## src/lpm_pkg.sv

```systemverilog
package lpm_pkg;

	localparam int NPER = 8;

	typedef enum logic [2:0] {
		LPM_RUN,
		LPM_WAIT,
		LPM_LPRUN,
		LPM_LPWAIT,
		LPM_AHALT,
		LPM_HALT,
		LPM_WAKE
	} lpm_state_t;

	typedef struct packed {
		logic wait_for_interrupt_instruction;
		logic wait_for_event_instruction;
		logic halt;
		logic lprun_enter;
		logic lprun_exit;
	} lpm_cmd_t;

	typedef struct packed {
		logic            irq_int;
		logic            irq_ext;
		logic            irq_rtc;
		logic            wkup_per;
		logic [4:0]      evt;
	} lpm_wake_t;

	typedef struct packed {
		logic            cpu_clk_en;
		logic [NPER-1:0] per_clk_en;
		logic            rtc_clk_en;
		logic            flash_en;
		logic            eeprom_en;
		logic            ram_exec;
		logic            low_speed_sel;
		logic            low_power_regulator_mode;
		logic            vref_on;
		logic            core_pwr_on;
	} lpm_gate_t;

	localparam logic [NPER-1:0] PER_CLK_RST = 8'hFF;
	localparam logic [2:0]      RTC_IDX     = 3'h0;
	localparam int              CLK_MHZ     = 250;
	localparam int              FAST_WAKE_NS = 6000;
	localparam int              FAST_WAKE_CYC = FAST_WAKE_NS * CLK_MHZ / 1000;
	localparam int              VREF_WAKE_NS  = 50000;
	localparam int              VREF_WAKE_CYC = VREF_WAKE_NS * CLK_MHZ / 1000;
	localparam int              WCNT_W        = 16;

endpackage

```

## src/lpm_ctrl.sv

```systemverilog
`timescale 1ns/100ps
module lpm_ctrl
	import lpm_pkg::*;
#(
	parameter int                FAST_CYC = FAST_WAKE_CYC,
	parameter int                SLOW_CYC = VREF_WAKE_CYC,
	parameter logic [NPER-1:0]   KEEP_ONE = 8'h02
) (
	input  wire logic            sys_clk,
	input  wire logic            nrst,
	input  wire lpm_cmd_t        cmd,
	input  wire lpm_wake_t       wake_in,
	input  wire logic [NPER-1:0] wait_per_sel,
	input  wire logic            vref_off_halt,
	input  wire logic            fast_wake,
	input  wire logic            rtc_in_halt,
	input  wire logic            osc_sel_ext,
	output lpm_gate_t            gate,
	output lpm_state_t           mode,
	output logic                 osc_ext_sel,
	output logic                 wake_busy
);

	typedef struct packed {
		lpm_state_t       st;
		lpm_gate_t        g;
		logic             ext;
		logic [WCNT_W-1:0] cnt;
		logic             busy;
	} lpm_ctrl_st_t;

	lpm_ctrl_st_t st_q;
	lpm_ctrl_st_t st_d;
	lpm_wake_t    wk;

	// Wakeup sources come from other domains and pins
	lpm_sync #(
		.W($bits(lpm_wake_t))
	) u_sync (
		.sys_clk(sys_clk),
		.nrst   (nrst),
		.din    (wake_in),
		.dout   (wk)
	);

	function automatic lpm_gate_t gates_for(input lpm_state_t s, input logic [NPER-1:0] sel,
			input logic vr_off, input logic rtc_on, input logic ext);
		lpm_gate_t g;
		g                          = '0;
		g.core_pwr_on              = 1'b1;
		g.vref_on                  = 1'b1;
		case (s)
			LPM_RUN, LPM_WAKE: begin
				g.cpu_clk_en = 1'b1;
				g.per_clk_en = PER_CLK_RST;
				g.rtc_clk_en = 1'b1;
				g.flash_en   = 1'b1;
				g.eeprom_en  = 1'b1;
			end
			LPM_WAIT: begin
				g.per_clk_en = sel;
				g.rtc_clk_en = 1'b1;
				g.flash_en   = 1'b1;
				g.eeprom_en  = 1'b1;
			end
			LPM_LPRUN, LPM_LPWAIT: begin
				g.cpu_clk_en               = (s == LPM_LPRUN);
				g.per_clk_en               = KEEP_ONE;
				g.rtc_clk_en               = 1'b1;
				g.ram_exec                 = 1'b1;
				g.low_speed_sel            = 1'b1;
				g.low_power_regulator_mode = 1'b1;
			end
			LPM_AHALT: begin
				g.rtc_clk_en               = 1'b1;
				g.low_power_regulator_mode = 1'b1;
			end
			LPM_HALT: begin
				g.rtc_clk_en               = rtc_on;
				g.vref_on                  = !vr_off;
				g.low_power_regulator_mode = 1'b1;
			end
			default: begin
				g.cpu_clk_en = 1'b1;
			end
		endcase
		return g;
	endfunction

	always_comb begin
		st_d      = st_q;
		st_d.busy = 1'b0;
		case (st_q.st)
			LPM_RUN: begin
				if (cmd.lprun_enter) begin
					st_d.st  = LPM_LPRUN;
					st_d.ext = osc_sel_ext;
				end else if (cmd.halt) begin
					st_d.st = rtc_in_halt ? LPM_AHALT : LPM_HALT;
				end else if (cmd.wait_for_interrupt_instruction || cmd.wait_for_event_instruction) begin
					st_d.st = LPM_WAIT;
				end
			end
			LPM_WAIT: begin
				if (wk.irq_int || wk.irq_ext || wk.irq_rtc) begin
					st_d.st = LPM_RUN;
				end
			end
			LPM_LPRUN: begin
				if (cmd.lprun_exit) begin
					st_d.st = LPM_RUN;
				end else if (cmd.wait_for_event_instruction) begin
					st_d.st = LPM_LPWAIT;
				end
			end
			LPM_LPWAIT: begin
				// Interrupts are ignored here, only events wake
				if (|wk.evt) begin
					st_d.st = LPM_LPRUN;
				end
			end
			LPM_AHALT: begin
				if (wk.irq_rtc || wk.irq_ext) begin
					st_d.st   = LPM_WAKE;
					st_d.cnt  = WCNT_W'(FAST_CYC);
				end
			end
			LPM_HALT: begin
				if (wk.irq_ext || wk.wkup_per) begin
					st_d.st  = LPM_WAKE;
					st_d.cnt = (vref_off_halt && !fast_wake) ? WCNT_W'(SLOW_CYC)
					                                        : WCNT_W'(FAST_CYC);
				end
			end
			LPM_WAKE: begin
				st_d.busy = 1'b1;
				if (st_q.cnt <= WCNT_W'(1)) begin
					st_d.st   = LPM_RUN;
					st_d.busy = 1'b0;
				end else begin
					st_d.cnt = st_q.cnt - WCNT_W'(1);
				end
			end
			default: begin
				st_d.st = LPM_RUN;
			end
		endcase
		st_d.g = gates_for(st_d.st, wait_per_sel, vref_off_halt, rtc_in_halt, st_d.ext);
		// Busy flags the whole settling wait, in step with the mode output
		st_d.busy = (st_d.st == LPM_WAKE);
		if (st_d.st == LPM_WAKE) begin
			st_d.g.cpu_clk_en = 1'b0;
			st_d.g.vref_on    = 1'b1;
		end
	end

	always_ff @(posedge sys_clk or negedge nrst) begin
		if (!nrst) begin
			st_q.st   <= LPM_RUN;
			st_q.g    <= '{cpu_clk_en: 1'b1, per_clk_en: PER_CLK_RST, rtc_clk_en: 1'b1,
			              flash_en: 1'b1, eeprom_en: 1'b1, ram_exec: 1'b0, low_speed_sel: 1'b0,
			              low_power_regulator_mode: 1'b0, vref_on: 1'b1, core_pwr_on: 1'b1};
			st_q.ext  <= 1'b0;
			st_q.cnt  <= '0;
			st_q.busy <= 1'b0;
		end else begin
			st_q <= st_d;
		end
	end

	assign gate        = st_q.g;
	assign mode        = st_q.st;
	assign osc_ext_sel = st_q.ext;
	assign wake_busy   = st_q.busy;

endmodule

```

## src/lpm_sync.sv

```systemverilog
`timescale 1ns/100ps
module lpm_sync
	import lpm_pkg::*;
#(
	parameter int W = 9
) (
	input  wire logic         sys_clk,
	input  wire logic         nrst,
	input  wire logic [W-1:0] din,
	output logic      [W-1:0] dout
);

	typedef struct packed {
		logic [W-1:0] s1;
		logic [W-1:0] s2;
	} lpm_sync_st_t;

	lpm_sync_st_t st_q;
	lpm_sync_st_t st_d;

	always_comb begin
		st_d    = st_q;
		st_d.s1 = din;
		st_d.s2 = st_q.s1;
	end

	always_ff @(posedge sys_clk or negedge nrst) begin
		if (!nrst) begin
			st_q <= '0;
		end else begin
			st_q <= st_d;
		end
	end

	assign dout = st_q.s2;

endmodule
```

## config.mk

```make
export PLATFORM = sky130hd
export DESIGN_NAME = lpm_ctrl
export DESIGN_NICKNAME = d
export VERILOG_FILES = /design/src/lpm_pkg.sv /design/src/lpm_ctrl.sv /design/src/lpm_sync.sv
export SDC_FILE = /design/constraint.sdc
export NUM_CORES = 1
export LEC_CHECK = 0
export BUFFER_PORTS_ARGS = -buffer_cell sky130_fd_sc_hd__buf_2
export CORE_MARGIN = 10
export CORE_UTILIZATION = 54
export DETAILED_ROUTE_END_ITERATION = 10
export PLACE_DENSITY = 0.79
export RECOVER_POWER = 50
export SKIP_CTS_REPAIR_TIMING = 1
export SLEW_MARGIN = 10
export SYNTH_ARGS = -nofsm -noshare
export SYNTH_HDL_FRONTEND = slang
export SYNTH_SLANG_ARGS = --single-unit
```

## constraint.sdc

```tcl
create_clock -name sys_clk -period 2.4 [get_ports sys_clk]
set_input_delay 0.24 -clock sys_clk [delete_from_list [all_inputs] [get_ports sys_clk]]
set_output_delay 0.24 -clock sys_clk [all_outputs]
set_load 0.03 [all_outputs]
```

Yosys cells after proc, flatten, opt, wreduce, memory -nomap -nowiden
Index checks and enable logic that the tools add are counted.
- magnitude comparators: 1
- multiplexer cells: 26
- $add $sub $neg: 1
- reduce and logical (&&, ||, !) cells: 20
- equal/unequal tests: 15
- operators with widths (operator ; number):
    two-way mux 16 bit ; 3
    case mux 16 bit (3 select lines) ; 1
    two-way mux 3 bit ; 10
    case mux 8 bit (3 select lines) ; 1
    case mux 3 bit (7 select lines) ; 1
    == test 3 bit, second input constant ; 6
    <= comparator 16 x 1 -> 1 bit, second input constant ; 1
    subtractor 16 x 1 -> 16 bit, second input constant ; 1
    two-way mux 14 bit ; 1
    == test 3 x 2 -> 1 bit, second input constant ; 4
    == test 3 x 1 -> 1 bit, second input constant ; 2
    zero test 3 bit ; 2
    inequality test 2 bit, second input constant ; 3
    OR reduction 3 bit ; 2
    OR reduction 6 bit ; 1
    logical OR 1 bit ; 5
    two-way mux 1 bit ; 5
    OR reduction 5 bit ; 1
    two-way mux 2 bit ; 2
    case mux 1 bit (2 select lines) ; 2
    AND reduction 4 bit ; 1
    OR reduction 2 bit ; 2
    OR reduction 4 bit ; 1
    nonzero test 3 bit ; 1
    other kinds (3) ; 4
- logic and storage cells: 78
- output and inout port bits: 22
- register bits after elaboration: 55

Depth between registers and ports, before layout
Gate-level depths: netlist of run 1.
- word-level depth: 9
- mapped depth: 7
- depth with buffers taken out: 7

Cells and area by module
From an unflattened synthesis of run 1, not the netlist that was laid out.
- cell total of the unflattened synthesis: 215
- area, all modules: 2367.3 um^2
- modules (own cells, without submodules) (module ; area each (um^2) ; times used ; cells each):
    lpm_ctrl ; 1916.8 ; 1 ; 197
    lpm_sync ; 450.4 ; 1 ; 18

Worst setup path after synthesis of run 1
Ideal clock, no wire load.
- kind: reg-to-reg
- start: register st_q[1] (netlist name)
- end: register st_q[14] (netlist name)
- slack: 690 ps
- data required time: 2278 ps
- cell stages (with the launch flop): 8
- library setup time: 122 ps
- arrival: 1588 ps
- cells stage by stage: dfrtp_1 -> inv_1 -> ha_1 -> o2111ai_4 -> o21ai_4 -> and2_4 -> inv_2 -> a32o_1
- cells in the longest elaborated chain, start to end: 3
- elaborated cells on any way between the ends: 6
- classes of those cells: add/sub (1); order compare (1); eq/ne (1); mux (2); reduce/logical (1)
- ends and longest elaborated chain (element ; line ; source):
    start: declaration ; lpm_ctrl.sv:32 ; lpm_ctrl_st_t st_q;
    start signal: assignment ; lpm_ctrl.sv:167 ; st_q <= st_d;
    subtractor 16 x 1 -> 16 bit / <= comparator 16 x 1 -> 1 bit (equally long branches) ; lpm_ctrl.sv:141, lpm_ctrl.sv:137 ;
    two-way mux 16 bit / inequality test 2 bit (equally long branches) ; - ;
    case mux 16 bit (3 select lines) / AND reduction 4 bit (equally long branches) ; - ;
Several ways; a longest one is shown, not always the timed one. The select of a mux whose other input is x is not followed.
A chain may end at the register's enable or synchronous reset.

Worst setup path in the final report of run 1
- start: register st_q[5] (netlist name)
- end: register st_q[14] (netlist name)
Same word-level chain as after synthesis.

==> flow_metrics.py, run 1 <==
metrics = {
    "outcome": {
        "run_status": "finished, final reports clean",
    },
    "place": {
        "numPortBuffers": 48,
        "pre_cts_slack_ps": 329.4,
        "routability_congestion_estimate_from_global_placement": 0.8642,
        "hpwlAfterDp_mm": 3.291,
    },
    "power_and_ir_drop": {
        "sw_frac_of_total_pct": 43.31,
        "power_density_nw_per_um2": 1247,
        "power_frac_clock_pct": 16.4,
        "power_frac_comb_pct": 41.4,
        "peakVddDrop_uv": 662.0,
        "power.switching_mw": 1.405,
        "power.share.sequential_pct": 42.2,
        "static-leakage-power_nw": 1.182,
        "post-layout-total-power_mw": 3.244,
        "p_int_mw": 1.839,
    },
    "setup_path": {
        "crit_path_max_fanout": 19,
        "worst_ep_arrival_time_ps": 2320,
        "crit_path_slowest_cell": "sky130_fd_sc_hd__dfrtp_1",
        "timing.critical_path.cells": "nor4_1 -> nand2_1 -> o21ai_4 -> and2_4 -> inv_2 -> a32o_1",
        "timing.setup.critical_path_class": "reg2reg",
        "critical_path.endpoint_type": "flip-flop",
        "critical_path.max_stage_delay_ps": 450,
        "worstPathRequired_ps": 2610,
        "start_kind": "flip-flop",
    },
    "global_routing": {
        "global_route.usage.met3_pct": 4.503,
        "wire_length_of_the_first_global_routing_pass_mm": 7.907,
        "grt_start_max_net_pins": 54,
        "vias_in_the_first_global_route": 1667,
        "grt_use_total_pct": 12.98,
        "global_route.usage.met1_pct": 15.38,
        "globalRouteOverflowTotal": 0,
        "antenna_violations_before_repair": 0,
        "grt_util_met2_pct": 20.67,
        "most_heavily_used_metal_layer_in_global_routing": "met2",
    },
    "floorplan": {
        "core-area_um2": 4294,
        "die_y_um": 86.33,
        "fp-row-count": 24,
        "ios": 50,
        "fp.dieArea_um2": 7453,
        "die_width_um": 86.33,
        "initial_utilization_pct": 55.33,
    },
    "cts": {
        "htree_num_levels": 2,
        "tritoncts": "built",
        "clock_latency_reported_for_the_late_side_of_the_worst_skew_pair_ps": 310,
        "clock_tree.buffer_depth": 2,
        "clk_root_buffer_cell": "sky130_fd_sc_hd__clkbuf_8",
        "cts_inserted_buffers": 5,
        "cts.reportedPaths.clkPinSlew_ps": 100,
        "clock_sinks": 53,
    },
    "route": {
        "vias_per_cell": 5.485,
        "route.detailed.drc": 0,
        "wl_per_cell_um": 15.21,
        "initialDrtViolationCount": 92,
        "route.antenna.remaining_nets": 0,
        "dr_vias": 1618,
        "drt_first_pass_iters": 4,
        "final_routed_wirelength_mm": 4.487,
    },
    "sta": {
        "period_share_pct": 88.11,
        "max_slew.worst_pin.slew_ps": 1210,
        "rsz_0062_raised_after_global_routing": "no",
        "maxSlewHeadroom_pct": 19.35,
        "finalHoldWorstSlack_ps": 28.85,
        "final-hold-violation-count": 0,
        "slew_violations": 0,
        "final.min_clock_period_ps": 2115,
        "setup-tns-final_ps": 0,
        "setup_slack_ps": 285.4,
        "timing.fmax_mhz": 472.9,
        "setup-violations-final": 0,
        "skew_ps": 7.028,
    },
    "cells_and_area": {
        "area_growth_pct": 9.478,
        "final_common_cell": "sky130_fd_sc_hd__buf_2",
        "post-route-util_pct": 60.58,
        "share_of_final_layout_standard_cells_stronger_than_drive_strength_1_pct": 33.33,
        "ant_diodes": 0,
        "layout.cells.most_common_list": "48 x sky130_fd_sc_hd__buf_2, 41 x sky130_fd_sc_hd__dfrtp_1, 17 x sky130_fd_sc_hd__nor2_1",
        "finalNetCount": 272,
    },
    "hold_path": {
        "holdCritPathClass": "in2reg",
    },
    "logic_synthesis": {
        "yosys.cell_types.count": 48,
        "yosysSeqAreaShare_pct": 56.45,
        "yosys_warnings": 0,
        "syn-mean-instance-area_um2": 11.16,
        "syn_inst": 213,
        "yosysTopAreaCell": "sky130_fd_sc_hd__dfrtp_1",
        "synth_fp_nets": 243,
        "netlist.area_leader.share_pct": 43.18,
        "ys_seq_elements": 53,
        "netlist_top_cells_area": "sky130_fd_sc_hd__dfrtp_1 43%, sky130_fd_sc_hd__dfstp_2 13%, sky130_fd_sc_hd__buf_4 6.6%",
        "netlist_area_um2": 2376,
    },
    "flow_run": {
        "max-cap-violations": 0,
    },
}
registers in the layout (all words and copies together) (netlist names):
signal and cells:
u_sync.dout 9, st_q 16, osc_ext_sel 1, gate 14, u_sync.st_d 9, wake_busy 1, mode 3
power groups by stage:
stage / combinational [mW] / clock, mW / sequential, mW
finish: 1.34 / 0.532 / 1.37
global route: 1.48 / 0.584 / 1.40
CTS: 1.36 / 0.552 / 1.37
detailed placement: 1.35 / 0 / 1.38
global placement: 1.33 / 0 / 1.37
floorplan: 1.22 / 0 / 1.35
logic make-up after synthesis:
logic type / count (synthesis) / synth area share [%]
other cells: 1 / 0.1578
mux: 2 / 0.8952
flops: 53 / 56.45
fa+ha+maj: 2 / 1.053
buf+inv: 39 / 9.900
xor+xnor: 5 / 1.843
compound gates: 40 / 12.27
simple gates: 71 / 17.43
Yosys cell counts, drive strengths merged:
| library cell | n |
|---|---|
| mux2i | 1 |
| a22o | 1 |
| and3b | 1 |
| conb | 1 |
| nor4 | 6 |
| a31oi | 1 |
| o211ai | 5 |
| a21oi | 11 |
| mux2 | 1 |
| dfrtp | 41 |
| and2 | 1 |
| nand4b | 2 |
| o311ai | 3 |
| a32o | 1 |
| or3 | 1 |
| nand2b | 2 |
| nor4b | 1 |
| or2 | 1 |
| o22ai | 2 |
| o21ai | 10 |
| and3 | 1 |
| nor3 | 4 |
| a211oi | 1 |
| and4 | 1 |
| xor2 | 5 |
| nand2 | 9 |
| ha | 2 |
| a211o | 1 |
| o2111ai | 1 |
| buf | 29 |
| nor3b | 3 |
| inv | 10 |
| nor2b | 3 |
| a21boi | 1 |
| nand3 | 13 |
| o41ai | 1 |
| nand3b | 3 |
| a22oi | 1 |
| or4 | 2 |
| dfstp | 12 |
| nor2 | 17 |
critical path, delay by kind of cell (launching register included):
| kind | cells | cell delay [ps] |
|---|---|---|
| flops | 1 | 450 |
| compound gates | 2 | 640 |
| buf+inv | 1 | 50 |
| simple gates | 3 | 860 |
through the flow:
| stage | area (um^2) | instances |
|---|---|---|
| CTS | 2604 | 295 |
| floorplan | 2376 | 213 |
| global route | 2601 | 295 |
| global placement | 2506 | 287 |
| finish | 2601 | 295 |
| detailed placement | 2506 | 287 |
worst paths after layout:
kind,start,endpoint,slack [ps],cells after the start
min reg2reg,u_sync.st_d[5]$_DFF_PN0_,u_sync.dout[5]$_DFF_PN0_,350,0
max reg2reg,st_q[5]$_DFFE_PN0P_,st_q[14]$_DFFE_PN0P_,290,6
max,st_q[5]$_DFFE_PN0P_,st_q[14]$_DFFE_PN0P_,290,6
max in group asynchronous,nrst,gate[3]$_DFF_PN0_,1420,2
min in group asynchronous,nrst,u_sync.dout[0]$_DFF_PN0_,250,2
min,wake_in[8],u_sync.st_d[8]$_DFF_PN0_,30,1
cell type report:
type	count	area [um^2]
inverters	10	37.54
repair buffers	51	260.3
clock inverters	3	28.78
fillers	359	1693
clock buffers	5	68.82
multi-input cells	121	799.5
flip-flops and latches	53	1341
well taps	52	65.06
metal layers:
| metal | vias up | part of all wire (%) |
|---|---|---|
| met1 | 774 | 44 |
| met2 | 52 | 47 |
| li1 | 785 | - |
| met5 | - | 0 |
| met3 | 7 | 6.9 |
| met4 | 0 | 1.7 |
No activity file was read; power rests on OpenSTA's default activity.
==> run 2, diff against run 1 <==
GPL_TIMING_DRIVEN = 0   (was unset)
==> flow_metrics.py, run 2 (synthesis results as in run 1) <==
metrics = {
    "floorplan": {
        "fp-row-count": 24,
        "fp.dieArea_um2": 7453,
        "core-area_um2": 4294,
        "initial_utilization_pct": 55.33,
        "die_y_um": 86.33,
        "ios": 50,
        "die_width_um": 86.33,
    },
    "sta": {
        "max_slew.worst_pin.slew_ps": 1256,
        "maxSlewHeadroom_pct": 16.23,
        "setup_slack_ps": 416.9,
        "period_share_pct": 82.63,
        "final.min_clock_period_ps": 1983,
        "setup-violations-final": 0,
        "final-hold-violation-count": 0,
        "setup-tns-final_ps": 0,
        "rsz_0062_raised_after_global_routing": "no",
        "skew_ps": 8.064,
        "timing.fmax_mhz": 504.3,
        "slew_violations": 0,
    },
    "global_routing": {
        "antenna_violations_before_repair": 0,
        "globalRouteOverflowTotal": 0,
        "grt_start_max_net_pins": 54,
        "vias_in_the_first_global_route": 1673,
        "grt_use_total_pct": 12.86,
        "wire_length_of_the_first_global_routing_pass_mm": 7.810,
    },
    "cts": {
        "tritoncts": "built",
        "cts.reportedPaths.clkPinSlew_ps": 100,
        "clock_tree.buffer_depth": 2,
        "cts_inserted_buffers": 5,
        "clk_root_buffer_cell": "sky130_fd_sc_hd__clkbuf_8",
        "htree_num_levels": 2,
        "clock_latency_reported_for_the_late_side_of_the_worst_skew_pair_ps": 310,
        "clock_sinks": 53,
    },
    "setup_path": {
        "worst_ep_arrival_time_ps": 2190,
        "crit_path_max_fanout": 10,
        "timing.setup.critical_path_class": "reg2reg",
        "worstPathRequired_ps": 2610,
        "critical_path.endpoint_type": "flip-flop",
        "critical_path.reg2reg.startpoint": "st_q[1]$_DFFE_PN0P_",
        "timing.critical_path.from": "st_q[1]$_DFFE_PN0P_",
        "r2r.worst_path.cells": 7,
        "start_kind": "flip-flop",
    },
    "hold_path": {
        "hold_depth": 1,
        "holdCritPathClass": "in2reg",
        "worst_min_delay_path_startpoint": "wake_in[7]",
    },
    "place": {
        "hpwlAfterDp_mm": 3.448,
        "pre_cts_slack_ps": 449.5,
        "numPortBuffers": 48,
        "routability_congestion_estimate_from_global_placement": 0.7974,
    },
    "cells_and_area": {
        "area_growth_pct": 17.38,
        "ant_diodes": 0,
        "top_register": "st_q",
        "share_of_final_layout_standard_cells_stronger_than_drive_strength_1_pct": 39.63,
        "final_common_cell": "sky130_fd_sc_hd__buf_2",
        "post-route-util_pct": 64.95,
        "largest_reg_flops": 16,
        "layout.cells.most_common_list": "55 x sky130_fd_sc_hd__buf_2, 41 x sky130_fd_sc_hd__dfrtp_1, 21 x sky130_fd_sc_hd__buf_4",
        "finalNetCount": 299,
    },
    "power_and_ir_drop": {
        "power_density_nw_per_um2": 1253,
        "peakVddDrop_uv": 502.6,
        "static-leakage-power_nw": 1.302,
    },
    "route": {
        "wl_per_cell_um": 14.42,
        "initialDrtViolationCount": 43,
        "route.antenna.remaining_nets": 0,
        "final_routed_wirelength_mm": 4.644,
        "dr_vias": 1690,
        "route.detailed.drc": 0,
        "vias_per_cell": 5.248,
        "drt_first_pass_iters": 4,
    },
    "outcome": {
        "run_status": "finished, final reports clean",
    },
    "flow_run": {
        "max-cap-violations": 0,
    },
}
## run 2: per-stage QoR
step                      area, um^2  power, mW  hold slack, ps  std cells
after floorplan                 2376      2.578          -55.59        213
after global placement          2681      2.929           332.0        313
after detailed placement        2681      2.987           335.5        313
after CTS                       2779      3.524           16.67        321
after global routing            2789      3.733           2.303        322
final                           2789      3.495           23.37        322
## run 2: worst max-delay path: stages, from the launching register on
cell                        delay, ps
sky130_fd_sc_hd__dfrtp_1          450
sky130_fd_sc_hd__inv_1             80
sky130_fd_sc_hd__ha_1             260
sky130_fd_sc_hd__o2111ai_4        230
sky130_fd_sc_hd__o21ai_4          350
sky130_fd_sc_hd__and2_4           250
sky130_fd_sc_hd__inv_2             60
sky130_fd_sc_hd__a32o_1           200
## run 2: metal layers
metal	wire length, um	global-route usage, %
met1	2124	15.95
met2	2063	19.46
met3	356	4.972
met4	99	5.596
met5	0	0
## run 2: final cells by class
cell class / instances / area, um^2
fill: 351 / 1505
sequential: 53 / 1341
multi-input combinational: 121 / 799.5
timing repair buffer: 49 / 250.2
buffer: 29 / 197.7
clock buffer: 5 / 68.82
tap: 52 / 65.06
inverter: 10 / 37.54
clock inverter: 3 / 28.78
## run 2: final timing paths
| path | to | slack [ps] |
|---|---|---|
| min reg2reg | u_sync.dout[5]$_DFF_PN0_ | 360 |
| min | u_sync.st_d[7]$_DFF_PN0_ | 20 |
| max reg2reg | st_q[14]$_DFFE_PN0P_ | 420 |
| min in group asynchronous | u_sync.dout[0]$_DFF_PN0_ | 730 |
| max in group asynchronous | st_q[5]$_DFFE_PN0P_ | 910 |
| max | st_q[14]$_DFFE_PN0P_ | 420 |
## run 2: power breakdown
part           switching (mW)  total [mW]  leakage [nW]  internal (mW)
combinational           0.991        1.61         0.635          0.624
clock                   0.319       0.537        0.0506          0.219
sequential              0.150        1.34         0.617           1.19
total                    1.46        3.49          1.30           2.04
